===== src/hw/regmap_pkg.sv =====
// Purpose: constants for the data-memory register file
// Assumes: 8-bit data, 8-bit file address (bank bit + 7-bit field)
// Notes: offsets are full file addresses
package regmap_pkg;
  localparam logic [7:0] ADDR_INDIRECT_DATA = 8'h00;
  localparam logic [7:0] ADDR_TIMER_ZERO_COUNT = 8'h01;
  localparam logic [7:0] ADDR_PC_LOW = 8'h02;
  localparam logic [7:0] ADDR_STATUS = 8'h03;
  localparam logic [7:0] ADDR_POINTER = 8'h04;
  localparam logic [7:0] ADDR_PORT_A = 8'h05;
  localparam logic [7:0] ADDR_PORT_B = 8'h06;
  localparam logic [7:0] ADDR_PC_HIGH_LATCH = 8'h0a;
  localparam logic [7:0] ADDR_INT_CONTROL = 8'h0b;
  localparam logic [7:0] ADDR_IRQ_FLAGS = 8'h0c;
  localparam logic [7:0] ADDR_TMR1_LOW = 8'h0e;
  localparam logic [7:0] ADDR_TMR1_HIGH = 8'h0f;
  localparam logic [7:0] ADDR_TMR1_CTRL = 8'h10;
  localparam logic [7:0] ADDR_TIMER_TWO_COUNT = 8'h11;
  localparam logic [7:0] ADDR_TIMER_TWO_COUNT_CTRL = 8'h12;
  localparam logic [7:0] ADDR_CCP_LOW = 8'h15;
  localparam logic [7:0] ADDR_CCP_HIGH = 8'h16;
  localparam logic [7:0] ADDR_CCP_CTRL = 8'h17;
  localparam logic [7:0] ADDR_PWM_CTRL = 8'h18;
  localparam logic [7:0] ADDR_SHUTDOWN = 8'h19;
  localparam logic [7:0] ADDR_CONV_RESULT = 8'h1e;
  localparam logic [7:0] ADDR_CONV_MAIN = 8'h1f;
  localparam logic [7:0] ADDR_OPTION = 8'h81;
  localparam logic [7:0] ADDR_PORT_A_DIR = 8'h85;
  localparam logic [7:0] ADDR_PORT_B_DIR = 8'h86;
  localparam logic [7:0] ADDR_IRQ_ENABLES = 8'h8c;
  localparam logic [7:0] ADDR_RESET_CAUSE = 8'h8e;
  localparam logic [7:0] ADDR_TIMER_TWO_COUNT_PERIOD = 8'h92;
  localparam logic [7:0] ADDR_CONV_PINS = 8'h9f;
  localparam logic [7:0] MIRROR_BIT = 8'h80;
  localparam logic [6:0] GPR_BASE = 7'h20;
  localparam logic [6:0] GPR_SHARED_BASE = 7'h70;
  localparam logic [6:0] GPR_B1_TOP = 7'h3f;
  localparam int GPR_DEPTH = 128;
  // implemented-bit masks and status writable-bit mask
  localparam logic [7:0] MASK_STATUS = 8'h3f;
  localparam logic [7:0] MASK_STATUS_WR = 8'h27;
  localparam logic [7:0] MASK_PORT_A = 8'h1f;
  localparam logic [7:0] MASK_PC_HIGH = 8'h1f;
  localparam logic [7:0] MASK_IRQ = 8'h47;
  localparam logic [7:0] MASK_TMR1_CTRL = 8'h3f;
  localparam logic [7:0] MASK_TIMER_TWO_COUNT_CTRL = 8'h7f;
  localparam logic [7:0] MASK_SHUTDOWN = 8'hdf;
  localparam logic [7:0] MASK_CONV_MAIN = 8'hfd;
  localparam logic [7:0] MASK_RESET_CAUSE = 8'h03;
  localparam logic [7:0] MASK_CONV_PINS = 8'h07;
  // reset values
  localparam logic [7:0] RST_ZERO = 8'h00;
  localparam logic [7:0] RST_STATUS = 8'h18;
  localparam logic [7:0] RST_ONES = 8'hff;
  localparam logic [7:0] RST_PORT_A_DIR = 8'h1f;
  localparam logic [7:0] RST_RESET_CAUSE = 8'h00;
  localparam int BANK_BIT = 5;
endpackage : regmap_pkg


===== src/hw/data_memory_register_map.sv =====
// Purpose: data-memory register file with two banks, mirrors and indirect access
// Assumes: core presents one access per cycle; reads are combinational
// Notes: peripheral behaviour lives elsewhere; conversion result and port pin levels come in as inputs
`timescale 1ns/100ps
module data_memory_register_map #(
  parameter int DATA_W = 8
) (
  // clock and reset
  input wire logic clock,
  input wire logic srst,
  // core access
  input wire logic [6:0] instr_addr,
  input wire logic use_indirect,
  input wire logic rd_en,
  input wire logic wr_en,
  input wire logic [DATA_W-1:0] wr_data,
  output logic [DATA_W-1:0] rd_data,
  // program counter
  input wire logic pc_load,
  input wire logic [7:0] pc_load_low,
  output logic [12:0] pc_value,
  // alu flags from core
  input wire logic flags_we,
  input wire logic [2:0] flags_in,
  // peripheral inputs
  input wire logic [7:0] port_a_pins,
  input wire logic [7:0] port_b_pins,
  input wire logic [7:0] conv_result_in,
  // port outputs and status bank bit
  output logic [7:0] port_a_out,
  output logic [7:0] port_a_dir,
  output logic [7:0] port_b_out,
  output logic [7:0] port_b_dir,
  output logic bank_select_low
);
  typedef struct packed {
    logic [7:0] status;
    logic [7:0] pointer;
    logic [7:0] pc_low;
    logic [4:0] pc_high;
    logic [7:0] pc_high_latch;
    logic [7:0] int_ctrl;
    logic [7:0] pa_latch;
    logic [7:0] pb_latch;
    logic [7:0] pa_dir;
    logic [7:0] pb_dir;
    logic [7:0] timer_zero_count;
    logic [7:0] irq_flags;
    logic [7:0] timer_one_low_byte;
    logic [7:0] timer_one_high_byte;
    logic [7:0] tmr1c;
    logic [7:0] timer_two_count;
    logic [7:0] tmr2c;
    logic [7:0] ccpl;
    logic [7:0] ccph;
    logic [7:0] ccpc;
    logic [7:0] pwmc;
    logic [7:0] shutdown;
    logic [7:0] conv_main;
    logic [7:0] option;
    logic [7:0] irq_en;
    logic [7:0] reset_cause;
    logic [7:0] tmr2p;
    logic [7:0] conv_pins;
  } regs_s;

  regs_s state_reg;
  regs_s state_next;
  logic [7:0] gpr_mem [regmap_pkg::GPR_DEPTH];
  logic [7:0] eff_addr;
  logic [7:0] cmp_addr;
  logic gpr_hit;
  logic [6:0] gpr_index;
  logic [7:0] rd_value;

  // effective address: pointer or bank bit over instruction field
  always_comb begin
    if (use_indirect) begin
      eff_addr = state_reg.pointer;
    end else begin
      eff_addr = {state_reg.status[regmap_pkg::BANK_BIT], instr_addr};
    end
  end

  // mirrored core registers fold onto bank 0 decode
  always_comb begin
    cmp_addr = eff_addr;
    if (eff_addr[7] && (eff_addr[6:0] == regmap_pkg::ADDR_INDIRECT_DATA[6:0]
        || eff_addr[6:0] == regmap_pkg::ADDR_PC_LOW[6:0]
        || eff_addr[6:0] == regmap_pkg::ADDR_STATUS[6:0]
        || eff_addr[6:0] == regmap_pkg::ADDR_POINTER[6:0]
        || eff_addr[6:0] == regmap_pkg::ADDR_PC_HIGH_LATCH[6:0]
        || eff_addr[6:0] == regmap_pkg::ADDR_INT_CONTROL[6:0])) begin
      cmp_addr = eff_addr & ~regmap_pkg::MIRROR_BIT;
    end
  end

  // general storage decode: shared top 16 bytes, bank 1 A0h-BFh only
  always_comb begin
    gpr_hit = 1'b0;
    gpr_index = eff_addr[6:0];
    if (eff_addr[6:0] >= regmap_pkg::GPR_SHARED_BASE) begin
      gpr_hit = 1'b1;
    end else if (!eff_addr[7] && eff_addr[6:0] >= regmap_pkg::GPR_BASE) begin
      gpr_hit = 1'b1;
    end else if (eff_addr[7] && eff_addr[6:0] >= regmap_pkg::GPR_BASE
        && eff_addr[6:0] <= regmap_pkg::GPR_B1_TOP) begin
      gpr_hit = 1'b1;
      // cells 00h-1Fh are free; 20h-3Fh would alias bank 0 storage
      gpr_index = eff_addr[6:0] - regmap_pkg::GPR_BASE;
    end
  end

  // read mux; anything undecoded returns zero
  always_comb begin
    rd_value = 8'h00;
    if (gpr_hit) begin
      rd_value = gpr_mem[gpr_index];
    end else if (cmp_addr == regmap_pkg::ADDR_PC_LOW) begin
      rd_value = state_reg.pc_low;
    end else if (cmp_addr == regmap_pkg::ADDR_STATUS) begin
      rd_value = state_reg.status & regmap_pkg::MASK_STATUS;
    end else if (cmp_addr == regmap_pkg::ADDR_POINTER) begin
      rd_value = state_reg.pointer;
    end else if (cmp_addr == regmap_pkg::ADDR_PC_HIGH_LATCH) begin
      rd_value = state_reg.pc_high_latch & regmap_pkg::MASK_PC_HIGH;
    end else if (cmp_addr == regmap_pkg::ADDR_INT_CONTROL) begin
      rd_value = state_reg.int_ctrl;
    end else if (cmp_addr == regmap_pkg::ADDR_TIMER_ZERO_COUNT) begin
      rd_value = state_reg.timer_zero_count;
    end else if (cmp_addr == regmap_pkg::ADDR_PORT_A) begin
      rd_value = port_a_pins & regmap_pkg::MASK_PORT_A;
    end else if (cmp_addr == regmap_pkg::ADDR_PORT_B) begin
      rd_value = port_b_pins;
    end else if (cmp_addr == regmap_pkg::ADDR_IRQ_FLAGS) begin
      rd_value = state_reg.irq_flags & regmap_pkg::MASK_IRQ;
    end else if (cmp_addr == regmap_pkg::ADDR_TMR1_LOW) begin
      rd_value = state_reg.timer_one_low_byte;
    end else if (cmp_addr == regmap_pkg::ADDR_TMR1_HIGH) begin
      rd_value = state_reg.timer_one_high_byte;
    end else if (cmp_addr == regmap_pkg::ADDR_TMR1_CTRL) begin
      rd_value = state_reg.tmr1c & regmap_pkg::MASK_TMR1_CTRL;
    end else if (cmp_addr == regmap_pkg::ADDR_TIMER_TWO_COUNT) begin
      rd_value = state_reg.timer_two_count;
    end else if (cmp_addr == regmap_pkg::ADDR_TIMER_TWO_COUNT_CTRL) begin
      rd_value = state_reg.tmr2c & regmap_pkg::MASK_TIMER_TWO_COUNT_CTRL;
    end else if (cmp_addr == regmap_pkg::ADDR_CCP_LOW) begin
      rd_value = state_reg.ccpl;
    end else if (cmp_addr == regmap_pkg::ADDR_CCP_HIGH) begin
      rd_value = state_reg.ccph;
    end else if (cmp_addr == regmap_pkg::ADDR_CCP_CTRL) begin
      rd_value = state_reg.ccpc;
    end else if (cmp_addr == regmap_pkg::ADDR_PWM_CTRL) begin
      rd_value = state_reg.pwmc;
    end else if (cmp_addr == regmap_pkg::ADDR_SHUTDOWN) begin
      rd_value = state_reg.shutdown & regmap_pkg::MASK_SHUTDOWN;
    end else if (cmp_addr == regmap_pkg::ADDR_CONV_RESULT) begin
      rd_value = conv_result_in;
    end else if (cmp_addr == regmap_pkg::ADDR_CONV_MAIN) begin
      rd_value = state_reg.conv_main & regmap_pkg::MASK_CONV_MAIN;
    end else if (cmp_addr == regmap_pkg::ADDR_OPTION) begin
      rd_value = state_reg.option;
    end else if (cmp_addr == regmap_pkg::ADDR_PORT_A_DIR) begin
      rd_value = state_reg.pa_dir & regmap_pkg::MASK_PORT_A;
    end else if (cmp_addr == regmap_pkg::ADDR_PORT_B_DIR) begin
      rd_value = state_reg.pb_dir;
    end else if (cmp_addr == regmap_pkg::ADDR_IRQ_ENABLES) begin
      rd_value = state_reg.irq_en & regmap_pkg::MASK_IRQ;
    end else if (cmp_addr == regmap_pkg::ADDR_RESET_CAUSE) begin
      rd_value = state_reg.reset_cause & regmap_pkg::MASK_RESET_CAUSE;
    end else if (cmp_addr == regmap_pkg::ADDR_TIMER_TWO_COUNT_PERIOD) begin
      rd_value = state_reg.tmr2p;
    end else if (cmp_addr == regmap_pkg::ADDR_CONV_PINS) begin
      rd_value = state_reg.conv_pins & regmap_pkg::MASK_CONV_PINS;
    end
  end

  // next-state: writes, flag updates, pc load, reset values
  always_comb begin
    state_next = state_reg;
    if (flags_we) begin
      state_next.status[2:0] = flags_in;
    end
    if (wr_en && !gpr_hit) begin
      if (cmp_addr == regmap_pkg::ADDR_PC_LOW) begin
        state_next.pc_low = wr_data;
        state_next.pc_high = state_reg.pc_high_latch[4:0];
      end else if (cmp_addr == regmap_pkg::ADDR_STATUS) begin
        // time-out and power-down bits are read only
        state_next.status = (state_reg.status & ~regmap_pkg::MASK_STATUS_WR)
          | (wr_data & regmap_pkg::MASK_STATUS_WR);
        if (flags_we) begin
          state_next.status[2:0] = flags_in;
        end
      end else if (cmp_addr == regmap_pkg::ADDR_POINTER) begin
        state_next.pointer = wr_data;
      end else if (cmp_addr == regmap_pkg::ADDR_PC_HIGH_LATCH) begin
        state_next.pc_high_latch = wr_data & regmap_pkg::MASK_PC_HIGH;
      end else if (cmp_addr == regmap_pkg::ADDR_INT_CONTROL) begin
        state_next.int_ctrl = wr_data;
      end else if (cmp_addr == regmap_pkg::ADDR_TIMER_ZERO_COUNT) begin
        state_next.timer_zero_count = wr_data;
      end else if (cmp_addr == regmap_pkg::ADDR_PORT_A) begin
        state_next.pa_latch = wr_data & regmap_pkg::MASK_PORT_A;
      end else if (cmp_addr == regmap_pkg::ADDR_PORT_B) begin
        state_next.pb_latch = wr_data;
      end else if (cmp_addr == regmap_pkg::ADDR_IRQ_FLAGS) begin
        state_next.irq_flags = wr_data & regmap_pkg::MASK_IRQ;
      end else if (cmp_addr == regmap_pkg::ADDR_TMR1_LOW) begin
        state_next.timer_one_low_byte = wr_data;
      end else if (cmp_addr == regmap_pkg::ADDR_TMR1_HIGH) begin
        state_next.timer_one_high_byte = wr_data;
      end else if (cmp_addr == regmap_pkg::ADDR_TMR1_CTRL) begin
        state_next.tmr1c = wr_data & regmap_pkg::MASK_TMR1_CTRL;
      end else if (cmp_addr == regmap_pkg::ADDR_TIMER_TWO_COUNT) begin
        state_next.timer_two_count = wr_data;
      end else if (cmp_addr == regmap_pkg::ADDR_TIMER_TWO_COUNT_CTRL) begin
        state_next.tmr2c = wr_data & regmap_pkg::MASK_TIMER_TWO_COUNT_CTRL;
      end else if (cmp_addr == regmap_pkg::ADDR_CCP_LOW) begin
        state_next.ccpl = wr_data;
      end else if (cmp_addr == regmap_pkg::ADDR_CCP_HIGH) begin
        state_next.ccph = wr_data;
      end else if (cmp_addr == regmap_pkg::ADDR_CCP_CTRL) begin
        state_next.ccpc = wr_data;
      end else if (cmp_addr == regmap_pkg::ADDR_PWM_CTRL) begin
        state_next.pwmc = wr_data;
      end else if (cmp_addr == regmap_pkg::ADDR_SHUTDOWN) begin
        state_next.shutdown = wr_data & regmap_pkg::MASK_SHUTDOWN;
      end else if (cmp_addr == regmap_pkg::ADDR_CONV_MAIN) begin
        state_next.conv_main = wr_data & regmap_pkg::MASK_CONV_MAIN;
      end else if (cmp_addr == regmap_pkg::ADDR_OPTION) begin
        state_next.option = wr_data;
      end else if (cmp_addr == regmap_pkg::ADDR_PORT_A_DIR) begin
        state_next.pa_dir = wr_data & regmap_pkg::MASK_PORT_A;
      end else if (cmp_addr == regmap_pkg::ADDR_PORT_B_DIR) begin
        state_next.pb_dir = wr_data;
      end else if (cmp_addr == regmap_pkg::ADDR_IRQ_ENABLES) begin
        state_next.irq_en = wr_data & regmap_pkg::MASK_IRQ;
      end else if (cmp_addr == regmap_pkg::ADDR_RESET_CAUSE) begin
        state_next.reset_cause = wr_data & regmap_pkg::MASK_RESET_CAUSE;
      end else if (cmp_addr == regmap_pkg::ADDR_TIMER_TWO_COUNT_PERIOD) begin
        state_next.tmr2p = wr_data;
      end else if (cmp_addr == regmap_pkg::ADDR_CONV_PINS) begin
        state_next.conv_pins = wr_data & regmap_pkg::MASK_CONV_PINS;
      end
    end
    // core jump/branch loads the full pc
    if (pc_load) begin
      state_next.pc_low = pc_load_low;
      state_next.pc_high = state_reg.pc_high_latch[4:0];
    end
    if (srst) begin
      state_next = '0;
      state_next.status = regmap_pkg::RST_STATUS;
      state_next.pa_dir = regmap_pkg::RST_PORT_A_DIR;
      state_next.pb_dir = regmap_pkg::RST_ONES;
      state_next.option = regmap_pkg::RST_ONES;
      state_next.tmr2p = regmap_pkg::RST_ONES;
      state_next.pa_latch = regmap_pkg::RST_ZERO;
    end
  end

  // state register
  always_ff @(posedge clock) begin
    state_reg <= state_next;
  end

  // general storage cells, uninitialised like static ram
  always_ff @(posedge clock) begin
    if (wr_en && gpr_hit && !srst) begin
      gpr_mem[gpr_index] <= wr_data;
    end
  end

  // outputs
  assign rd_data = rd_en ? rd_value : 8'h00;
  assign pc_value = {state_reg.pc_high, state_reg.pc_low};
  assign port_a_out = state_reg.pa_latch;
  assign port_a_dir = state_reg.pa_dir;
  assign port_b_out = state_reg.pb_latch;
  assign port_b_dir = state_reg.pb_dir;
  assign bank_select_low = state_reg.status[regmap_pkg::BANK_BIT];

  // checks
  property p_dir_reset;
    @(posedge clock) srst |=> (port_a_dir == 8'h1f && port_b_dir == 8'hff);
  endproperty
  a_dir_reset: assert property (p_dir_reset) else $error("ports not inputs after reset");
  property p_status_reset;
    @(posedge clock) srst |=> (state_reg.status[7:3] == 5'b00011);
  endproperty
  a_status_reset: assert property (p_status_reset) else $error("status reset wrong");
  property p_pa_latch_reset;
    @(posedge clock) srst |=> (port_a_out[3:0] == 4'h0);
  endproperty
  a_pa_latch_reset: assert property (p_pa_latch_reset) else $error("port a latch reset");
  property p_indirect;
    @(posedge clock) disable iff (srst) use_indirect |-> eff_addr == state_reg.pointer;
  endproperty
  a_indirect: assert property (p_indirect) else $error("indirect address wrong");
  property p_direct;
    @(posedge clock) disable iff (srst)
      !use_indirect |-> eff_addr == {bank_select_low, instr_addr};
  endproperty
  a_direct: assert property (p_direct) else $error("direct address wrong");
  property p_unimpl_zero;
    @(posedge clock) disable iff (srst)
      (rd_en && !gpr_hit && eff_addr[6:0] >= 7'h07 && eff_addr[6:0] <= 7'h09) |-> rd_data == 8'h00;
  endproperty
  a_unimpl_zero: assert property (p_unimpl_zero) else $error("unimplemented read nonzero");
  property p_pc_load;
    @(posedge clock) disable iff (srst)
      pc_load |=> pc_value[12:8] == $past(state_reg.pc_high_latch[4:0]);
  endproperty
  a_pc_load: assert property (p_pc_load) else $error("pc high not from latch");
  property p_shutdown_bit5;
    @(posedge clock) disable iff (srst)
      (rd_en && cmp_addr == 8'h19 && !gpr_hit) |-> rd_data[5] == 1'b0;
  endproperty
  a_shutdown_bit5: assert property (p_shutdown_bit5) else $error("shutdown bit 5 set");
  property p_b1_hole;
    @(posedge clock) disable iff (srst)
      (rd_en && eff_addr >= 8'hc0 && eff_addr <= 8'hef) |-> rd_data == 8'h00;
  endproperty
  a_b1_hole: assert property (p_b1_hole) else $error("bank 1 hole nonzero");
  property p_mirror;
    @(posedge clock) disable iff (srst)
      (rd_en && eff_addr == 8'h83) |-> rd_data == {2'b00, state_reg.status[5:0]};
  endproperty
  a_mirror: assert property (p_mirror) else $error("status mirror broken");
endmodule : data_memory_register_map


===== config.mk =====
export PLATFORM = sky130hd
export DESIGN_NAME = data_memory_register_map
export DESIGN_NICKNAME = d
export VERILOG_FILES = /design/src/hw/regmap_pkg.sv /design/src/hw/data_memory_register_map.sv
export SDC_FILE = /design/constraint.sdc
export NUM_CORES = 2
export LEC_CHECK = 0
export ABC_AREA = 1
export BUFFER_PORTS_ARGS = -buffer_cell sky130_fd_sc_hd__buf_2
export CAP_MARGIN = 20
export CORE_MARGIN = 8
export CORE_UTILIZATION = 64
export CTS_CLUSTER_SIZE = 40
export DETAILED_ROUTE_END_ITERATION = 8
export GPL_TIMING_DRIVEN = 0
export PLACE_DENSITY = 0.85
export REMOVE_ABC_BUFFERS = 1
export SLEW_MARGIN = 20
export SYNTH_ARGS = -nofsm -noshare
export SYNTH_HDL_FRONTEND = slang
export SYNTH_SLANG_ARGS = --single-unit

===== constraint.sdc =====
create_clock -name clock -period 6.65 [get_ports clock]
set_input_delay 0.3325 -clock clock [delete_from_list [all_inputs] [get_ports clock]]
set_output_delay 0.3325 -clock clock [all_outputs]
set_load 0.02 [all_outputs]

**Word-level counts from Yosys, hierarchy flattened**

Memory sizes are Yosys's and may differ from the RTL's.
Cells that the tools add are included.

- $add $sub $neg: 1
- Multiply operators: 0
- Div/mod/pow operators: 0
- $lt $le $gt $ge: 3
- Eq/ne operators: 33
- Shift-type cells: 0
- Mux-type cells: 116
- Bitwise logic cells: 27
- Reductions and logical operators: 45

Operators with widths:

| kind | number |
|---|---|
| two-way mux 189 bit | 3 |
| two-way mux 135 bit | 3 |
| two-way mux 8 bit | 49 |
| two-way mux 216 bit | 1 |
| two-way mux 13 bit | 16 |
| two-way mux 184 bit | 1 |
| two-way mux 173 bit | 1 |
| two-way mux 128 bit | 1 |
| two-way mux 120 bit | 1 |
| two-way mux 110 bit | 1 |
| two-way mux 104 bit | 1 |
| two-way mux 95 bit | 1 |
| two-way mux 31 bit | 3 |
| two-way mux 88 bit | 1 |
| equality test 8 x 5 -> 1 bit (second input constant) | 10 |
| two-way mux 80 bit | 1 |
| two-way mux 72 bit | 1 |
| two-way mux 64 bit | 1 |
| equality test 8 bit (second input constant) | 7 |
| two-way mux 56 bit | 1 |
| two-way mux 48 bit | 1 |
| two-way mux 7 bit | 6 |
| equality test 8 x 4 -> 1 bit (second input constant) | 5 |
| two-way mux 40 bit | 1 |
| 54 further kinds | 108 |

- Bits in registers: 188
- Latch bits: 0
- RAM bits: 1024
- ROM bits: 0
- Output and inout bits: 54
- Word-level logic and storage cells: 255
- Memories kept: 1

Memory list:

| memory | words | width | rd ports | clocked after memory_dff | wr ports | line | RTL |
|---|---|---|---|---|---|---|---|
| gpr_mem | 128 | 8 | 1 | 0 | 1 | data_memory_register_map.sv:69 | `logic [7:0] gpr_mem [regmap_pkg::GPR_DEPTH];` |

**Longest topological paths before layout**

- Depth in word-level cells: 40
- Depth in mapped cells: 27
- Depth with buffers taken out: 27

**Worst setup path after synthesis**

Ideal clock, no wire load.

- Path type: input to register
- Start point: input port use_indirect
- End point: memory gpr_mem[32][0], enable pin
- Library setup time: 0.370 ns
- Arrival: 2.704 ns
- Required time: 6.280 ns
- Slack: 3.576 ns
- Stages: 12
- Cells stage by stage: buf_4 o21ai_2 inv_2 ha_1 a22oi_2 nand3_1 xor2_1 inv_1 nor2_1 clkbuf_1 nand2_1 nor2_1

- Cells in the longest elaborated chain, start to end: 11
- Elaborated cells between the ends (all ways): 19
- Those cells by class: add/sub (1); order compare (3); mux (9); reduce/logical (6)

RTL lines:

| what | line | RTL |
|---|---|---|
| start, declared | data_memory_register_map.sv:13 | `input wire logic use_indirect,` |
| two-way mux 8 bit * | data_memory_register_map.sv:78 | `if (use_indirect) begin` |
| greater-or-equal comparator 7 x 6 -> 1 bit | data_memory_register_map.sv:104, data_memory_register_map.sv:106 |  |
| logical AND 1 bit | data_memory_register_map.sv:106 | `end else if (eff_addr[7] && eff_addr[6:0] >= regmap_pkg::GPR_BASE` |
| logical AND 1 bit | data_memory_register_map.sv:107 | `&& eff_addr[6:0] <= regmap_pkg::GPR_B1_TOP) begin` |
| two-way mux 1 bit | data_memory_register_map.sv:106 |  |
| two-way mux 1 bit | data_memory_register_map.sv:104 | `end else if (!eff_addr[7] && eff_addr[6:0] >= regmap_pkg::GPR_BASE) begin` |
| two-way mux 1 bit | data_memory_register_map.sv:102 | `if (eff_addr[6:0] >= regmap_pkg::GPR_SHARED_BASE) begin` |
| logical AND 1 bit (2 in a row) | data_memory_register_map.sv:270 | `if (wr_en && gpr_hit && !srst) begin` |
| two-way mux 1 bit | data_memory_register_map.sv:270 |  |
| two-way mux 1 bit (implied by the code) | data_memory_register_map.sv:271 | `gpr_mem[gpr_index] <= wr_data;` |
| end, declared | data_memory_register_map.sv:69 |  |

Mark *: on every way between the ends. The rest lies on a longest branch, timed or not.

**Worst setup path after layout**

- Start point: register state_reg[209] (netlist name)
- End point: output port rd_data[3]

- Cells in the longest elaborated chain, start to end: 39
- Elaborated cells between the ends (all ways): 84
- Those cells by class: add/sub (1); order compare (3); eq/ne (32); mux (37); reduce/logical (10); memory (1)

RTL lines:

| what | line | RTL |
|---|---|---|
| start, declared | data_memory_register_map.sv:67 | `regs_s state_reg;` |
| start signal, assigned | data_memory_register_map.sv:265 | `state_reg <= state_next;` |
| two-way mux 8 bit * | data_memory_register_map.sv:78 |  |
| equality test 7 x 2 -> 1 bit or zero test 7 bit (tied branches) | data_memory_register_map.sv:89, data_memory_register_map.sv:88 |  |
| logical OR 1 bit | data_memory_register_map.sv:89 | `\|\| eff_addr[6:0] == regmap_pkg::ADDR_PC_LOW[6:0]` |
| logical OR 1 bit | data_memory_register_map.sv:90 | `\|\| eff_addr[6:0] == regmap_pkg::ADDR_STATUS[6:0]` |
| logical OR 1 bit | data_memory_register_map.sv:91 | `\|\| eff_addr[6:0] == regmap_pkg::ADDR_POINTER[6:0]` |
| logical OR 1 bit | data_memory_register_map.sv:92 | `\|\| eff_addr[6:0] == regmap_pkg::ADDR_PC_HIGH_LATCH[6:0]` |
| logical OR 1 bit | data_memory_register_map.sv:93 | `\|\| eff_addr[6:0] == regmap_pkg::ADDR_INT_CONTROL[6:0])) begin` |
| logical AND 1 bit | data_memory_register_map.sv:88 | `if (eff_addr[7] && (eff_addr[6:0] == regmap_pkg::ADDR_INDIRECT_DATA[6:0]` |
| [23 not listed] | -- |  |
| two-way mux 8 bit | data_memory_register_map.sv:129 | `end else if (cmp_addr == regmap_pkg::ADDR_TIMER_ZERO_COUNT) begin` |
| two-way mux 8 bit | data_memory_register_map.sv:127 | `end else if (cmp_addr == regmap_pkg::ADDR_INT_CONTROL) begin` |
| two-way mux 8 bit | data_memory_register_map.sv:125 | `end else if (cmp_addr == regmap_pkg::ADDR_PC_HIGH_LATCH) begin` |
| two-way mux 8 bit | data_memory_register_map.sv:123 | `end else if (cmp_addr == regmap_pkg::ADDR_POINTER) begin` |
| two-way mux 8 bit | data_memory_register_map.sv:121 | `end else if (cmp_addr == regmap_pkg::ADDR_STATUS) begin` |
| two-way mux 8 bit | data_memory_register_map.sv:119 | `end else if (cmp_addr == regmap_pkg::ADDR_PC_LOW) begin` |
| two-way mux 8 bit * | data_memory_register_map.sv:117 | `if (gpr_hit) begin` |
| two-way mux 8 bit * | data_memory_register_map.sv:276 | `assign rd_data = rd_en ? rd_value : 8'h00;` |
| end, declared | data_memory_register_map.sv:17 | `output logic [DATA_W-1:0] rd_data,` |

Marks and branches as above.

==> summary.txt <==
Status: completed
Cells after Synth: 3539
Max-slew violation count: 0
Initial antenna violation count: 6
Placeable core area: 72500 um2
Worst-skew pair later-pin latency: 0.70 ns
Crit share post-route: 0.987
Setup TNS: 0 ns
Total Wirelength: 130000 um
1st-iter DRT viols: 6246
CP most frequent cell: nand2_1
Critical-path cell list: nand2_1 > nand2_2 > inv_6 > nand2_1 > inv_2 > nand3_1 > o31ai_1 > nand3_1 > xor2_1 > inv_1 > nand2_1 > inv_1 > o221ai_1 > nand4_1 > nand2_1 > nand2_1 > a21oi_1 > buf_2
Reg2Reg Setup Slack: 0.54 ns
Critical path class: flop to output port
CP max stage cell: inv_6
GRT overflow: 0
Main synth FF type: edfxtp_1
Number of fill cells: 4247
Synth area leaders: edfxtp_1 66%, dfxtp_1 7.9%, o22ai_1 6.6%
CTS root buffer: clkbuf_16
Syn Area/Cell: 13.1 um2
Crit-path max FO: 39
Largest net degree at the start of global routing: 128
Maxcap violations: 0
Critical path origin: state_reg[209]$_SDFFE_PP0P_
Detailed placer's ending HPWL: 73300 um
Cell family with most CP delay: simple AND/OR/NAND/NOR gates
CTS H-Tree Depth: 3
Crit path required time: 6.32 ns
Worst-margin pin slew: 1.16 ns
Largest area contributor in the netlist: edfxtp_1
Worst vdd ir: 0.251 mV
Netlist Area Pre-Place: 46500 um2
Placement row count: 99
Fin crit period: 6.56 ns
Nets: 3607
Max reg flops: 1024
Worst Setup EP: rd_data[3]
Routed WL per cell: 28.1 um
Clock Tree Buf Depth: 3
CTS Buf Count: 112
Achievable Freq: 152 MHz
Worst-path clk slew: 0.07 ns
P&R area growth vs syn: 11.4%
Share of layout cells above drive strength 1: 0.105
Chip width: 286 um
Kind of start point of the critical path: flop
Unrepaired setup endpoints after global routing: false
Stages on worst setup path: 18
Reg-to-Reg End: gpr_mem[1][0]$_DFFE_PP_
Layout Skew: 0.0425 ns
Post-synth EDFFs: 1024
Top Ports: 111
Placer Congestion: 0.947
GRT Resource Usage Total: 0.306
CTS tree: built
First-pass GRT wire length: 192000 um
Initial Utilization: 0.642
Routed vias: 32700
Yosys top cell area share: 0.661
Netlist cell types: 48
Final Hold Viols: 0
# DRC: 0
Leakage: 16.7 nW
Utilization after layout: 0.715
Final Setup Violations: 0
Port bufs: 101
Ys Warns: 0
Power density cells: 297 nW/um2
Worst Hold Class: primary input to flop
Worst R2R Path Depth: 13
Slew headroom: 0.227
Die H: 286 um
CP endpoint kind: output port
Post-CTS setup buffer count: 0
Vias in the first global route: 31400
Pre-antenna DRT Iters: 9
Slowest stage delay, CP: 0.68 ns
Register area share after synthesis: 0.740
Top-count cell post-synth: edfxtp_1
CP arrival: 6.23 ns
Async SR Flop Fraction: 0
Top post-synthesis cells by count: 1024 x edfxtp_1, 487 x o22ai_1, 388 x o21ai_0, 304 x nand2_1, 240 x nor2_1
Synthesis-stage register bit count: 1208
CTS sink count: 1208
Final Power: 15.4 mW
Post-route ant nets: 0
Via density: 7.10
RR Startpoint: state_reg[209]$_SDFFE_PP0P_
Buf/Inv on CP: 5
DIE AREA: 81600 um2
==> area by class of cell <==
type                       instances  area, um2  area share
antenna                            2       5.00   0.0000966
clock buffer                     143       3060      0.0591
clock inverter                    68        524      0.0101
inverter                         150        578      0.0112
multi-input combinational       1927      10400       0.202
sequential                      1208      34400       0.665
tap                              959       1200      0.0232
timing repair buffer             148       1570      0.0302
==> worst register-to-register path, stage by stage, from the launching register on <==
cell,delay [ns]
dfxtp_1,0.33
nand2_1,0.08
nand2_2,0.65
inv_6,0.71
nand2_1,0.18
inv_2,0.29
nand3_1,0.17
o31ai_1,0.49
nand2_1,0.19
nand3_4,0.31
nand3_1,0.15
inv_1,0.32
nand3_2,0.81
nor2_1,1.05
==> kinds of logic after synthesis <==
family          Yosys count  share of synthesized area
compound gates         1239                      0.159
xor+xnor                  1                   0.000188
fa+ha+maj                 3                   0.000807
buf+inv                 409                     0.0373
flops                  1208                      0.740
other cells               1                  0.0000806
simple gates            678                     0.0621
==> layout by cell type, fill, tap and decap left out, drive strengths merged, types with 4 or more instances in the layout <==
cell,count
nand4,31
a22oi,4
nor3,17
o22a,20
or2,10
o221ai,25
a41oi,40
conb,6
a211oi,24
o22ai,487
clkinv,63
a21oi,180
o211ai,34
nor2,251
a31oi,6
edfxtp,1024
clkbuf,143
buf,134
dlygate4sd3,14
bufinv,6
nand3,53
a221oi,13
dfxtp,184
o21ai,395
nand2,313
inv,146
==> metrics by stage <==
stage | cells | setup slack [ns] | cell area (um2) | hold slack, ns
after floorplan | 3285 | -0.633 | 45400 | 0.402
after global placement | 4345 | -6.39 | 47100 | 0.432
after detailed placement | 4378 | 0.357 | 48100 | 0.438
after CTS | 4603 | 0.0334 | 51800 | 0.0297
after global routing | 4605 | 0.135 | 51800 | 0.0383
final | 4605 | 0.0876 | 51800 | 0.0397
==> repair_timing <==
action	4_1_cts	5_1_grt
gates resized for setup	0	4
hold buffers	14	0
setup endpoints to repair	0	8
hold endpoints to repair	11	0
==> worst min path at each step <==
stage	from	endpoint	slack [ns]	cells past startpoint
global route	wr_data[3]	gpr_mem[70][3]$_DFFE_PP_	0.04	1
finish	wr_data[3]	gpr_mem[70][3]$_DFFE_PP_	0.04	1
CTS	wr_data[3]	gpr_mem[70][3]$_DFFE_PP_	0.03	1
floorplan	srst	pc_value[0]$_SDFFE_PP0P_	0.40	1
detailed placement	state_reg[99]$_SDFFE_PP0P_	state_reg[99]$_SDFFE_PP0P_	0.44	2
global placement	port_b_out[0]$_SDFFE_PP0P_	port_b_out[0]$_SDFFE_PP0P_	0.43	2
==> metal layers <==
metal | part of all wire | track usage | wire [um] | up-vias
li1 | - | - | - | 13600
met1 | 0.33 | 0.396 | 43400 | 15500
met2 | 0.46 | 0.475 | 60000 | 2963
met3 | 0.14 | 0.0747 | 17600 | 640
met4 | 0.066 | 0.172 | 8540 | 4
met5 | 0.00020 | 0 | 26 | -
==> power breakdown <==
part           switching, mW  internal, mW  leakage (nW)  total, mW
clock                   2.80          3.49          1.77       6.29
sequential           0.00711          8.21          10.7       8.22
combinational          0.671         0.228          4.26      0.899
total                   3.48          11.9          16.7       15.4
(Power assumes the default switching activity.)
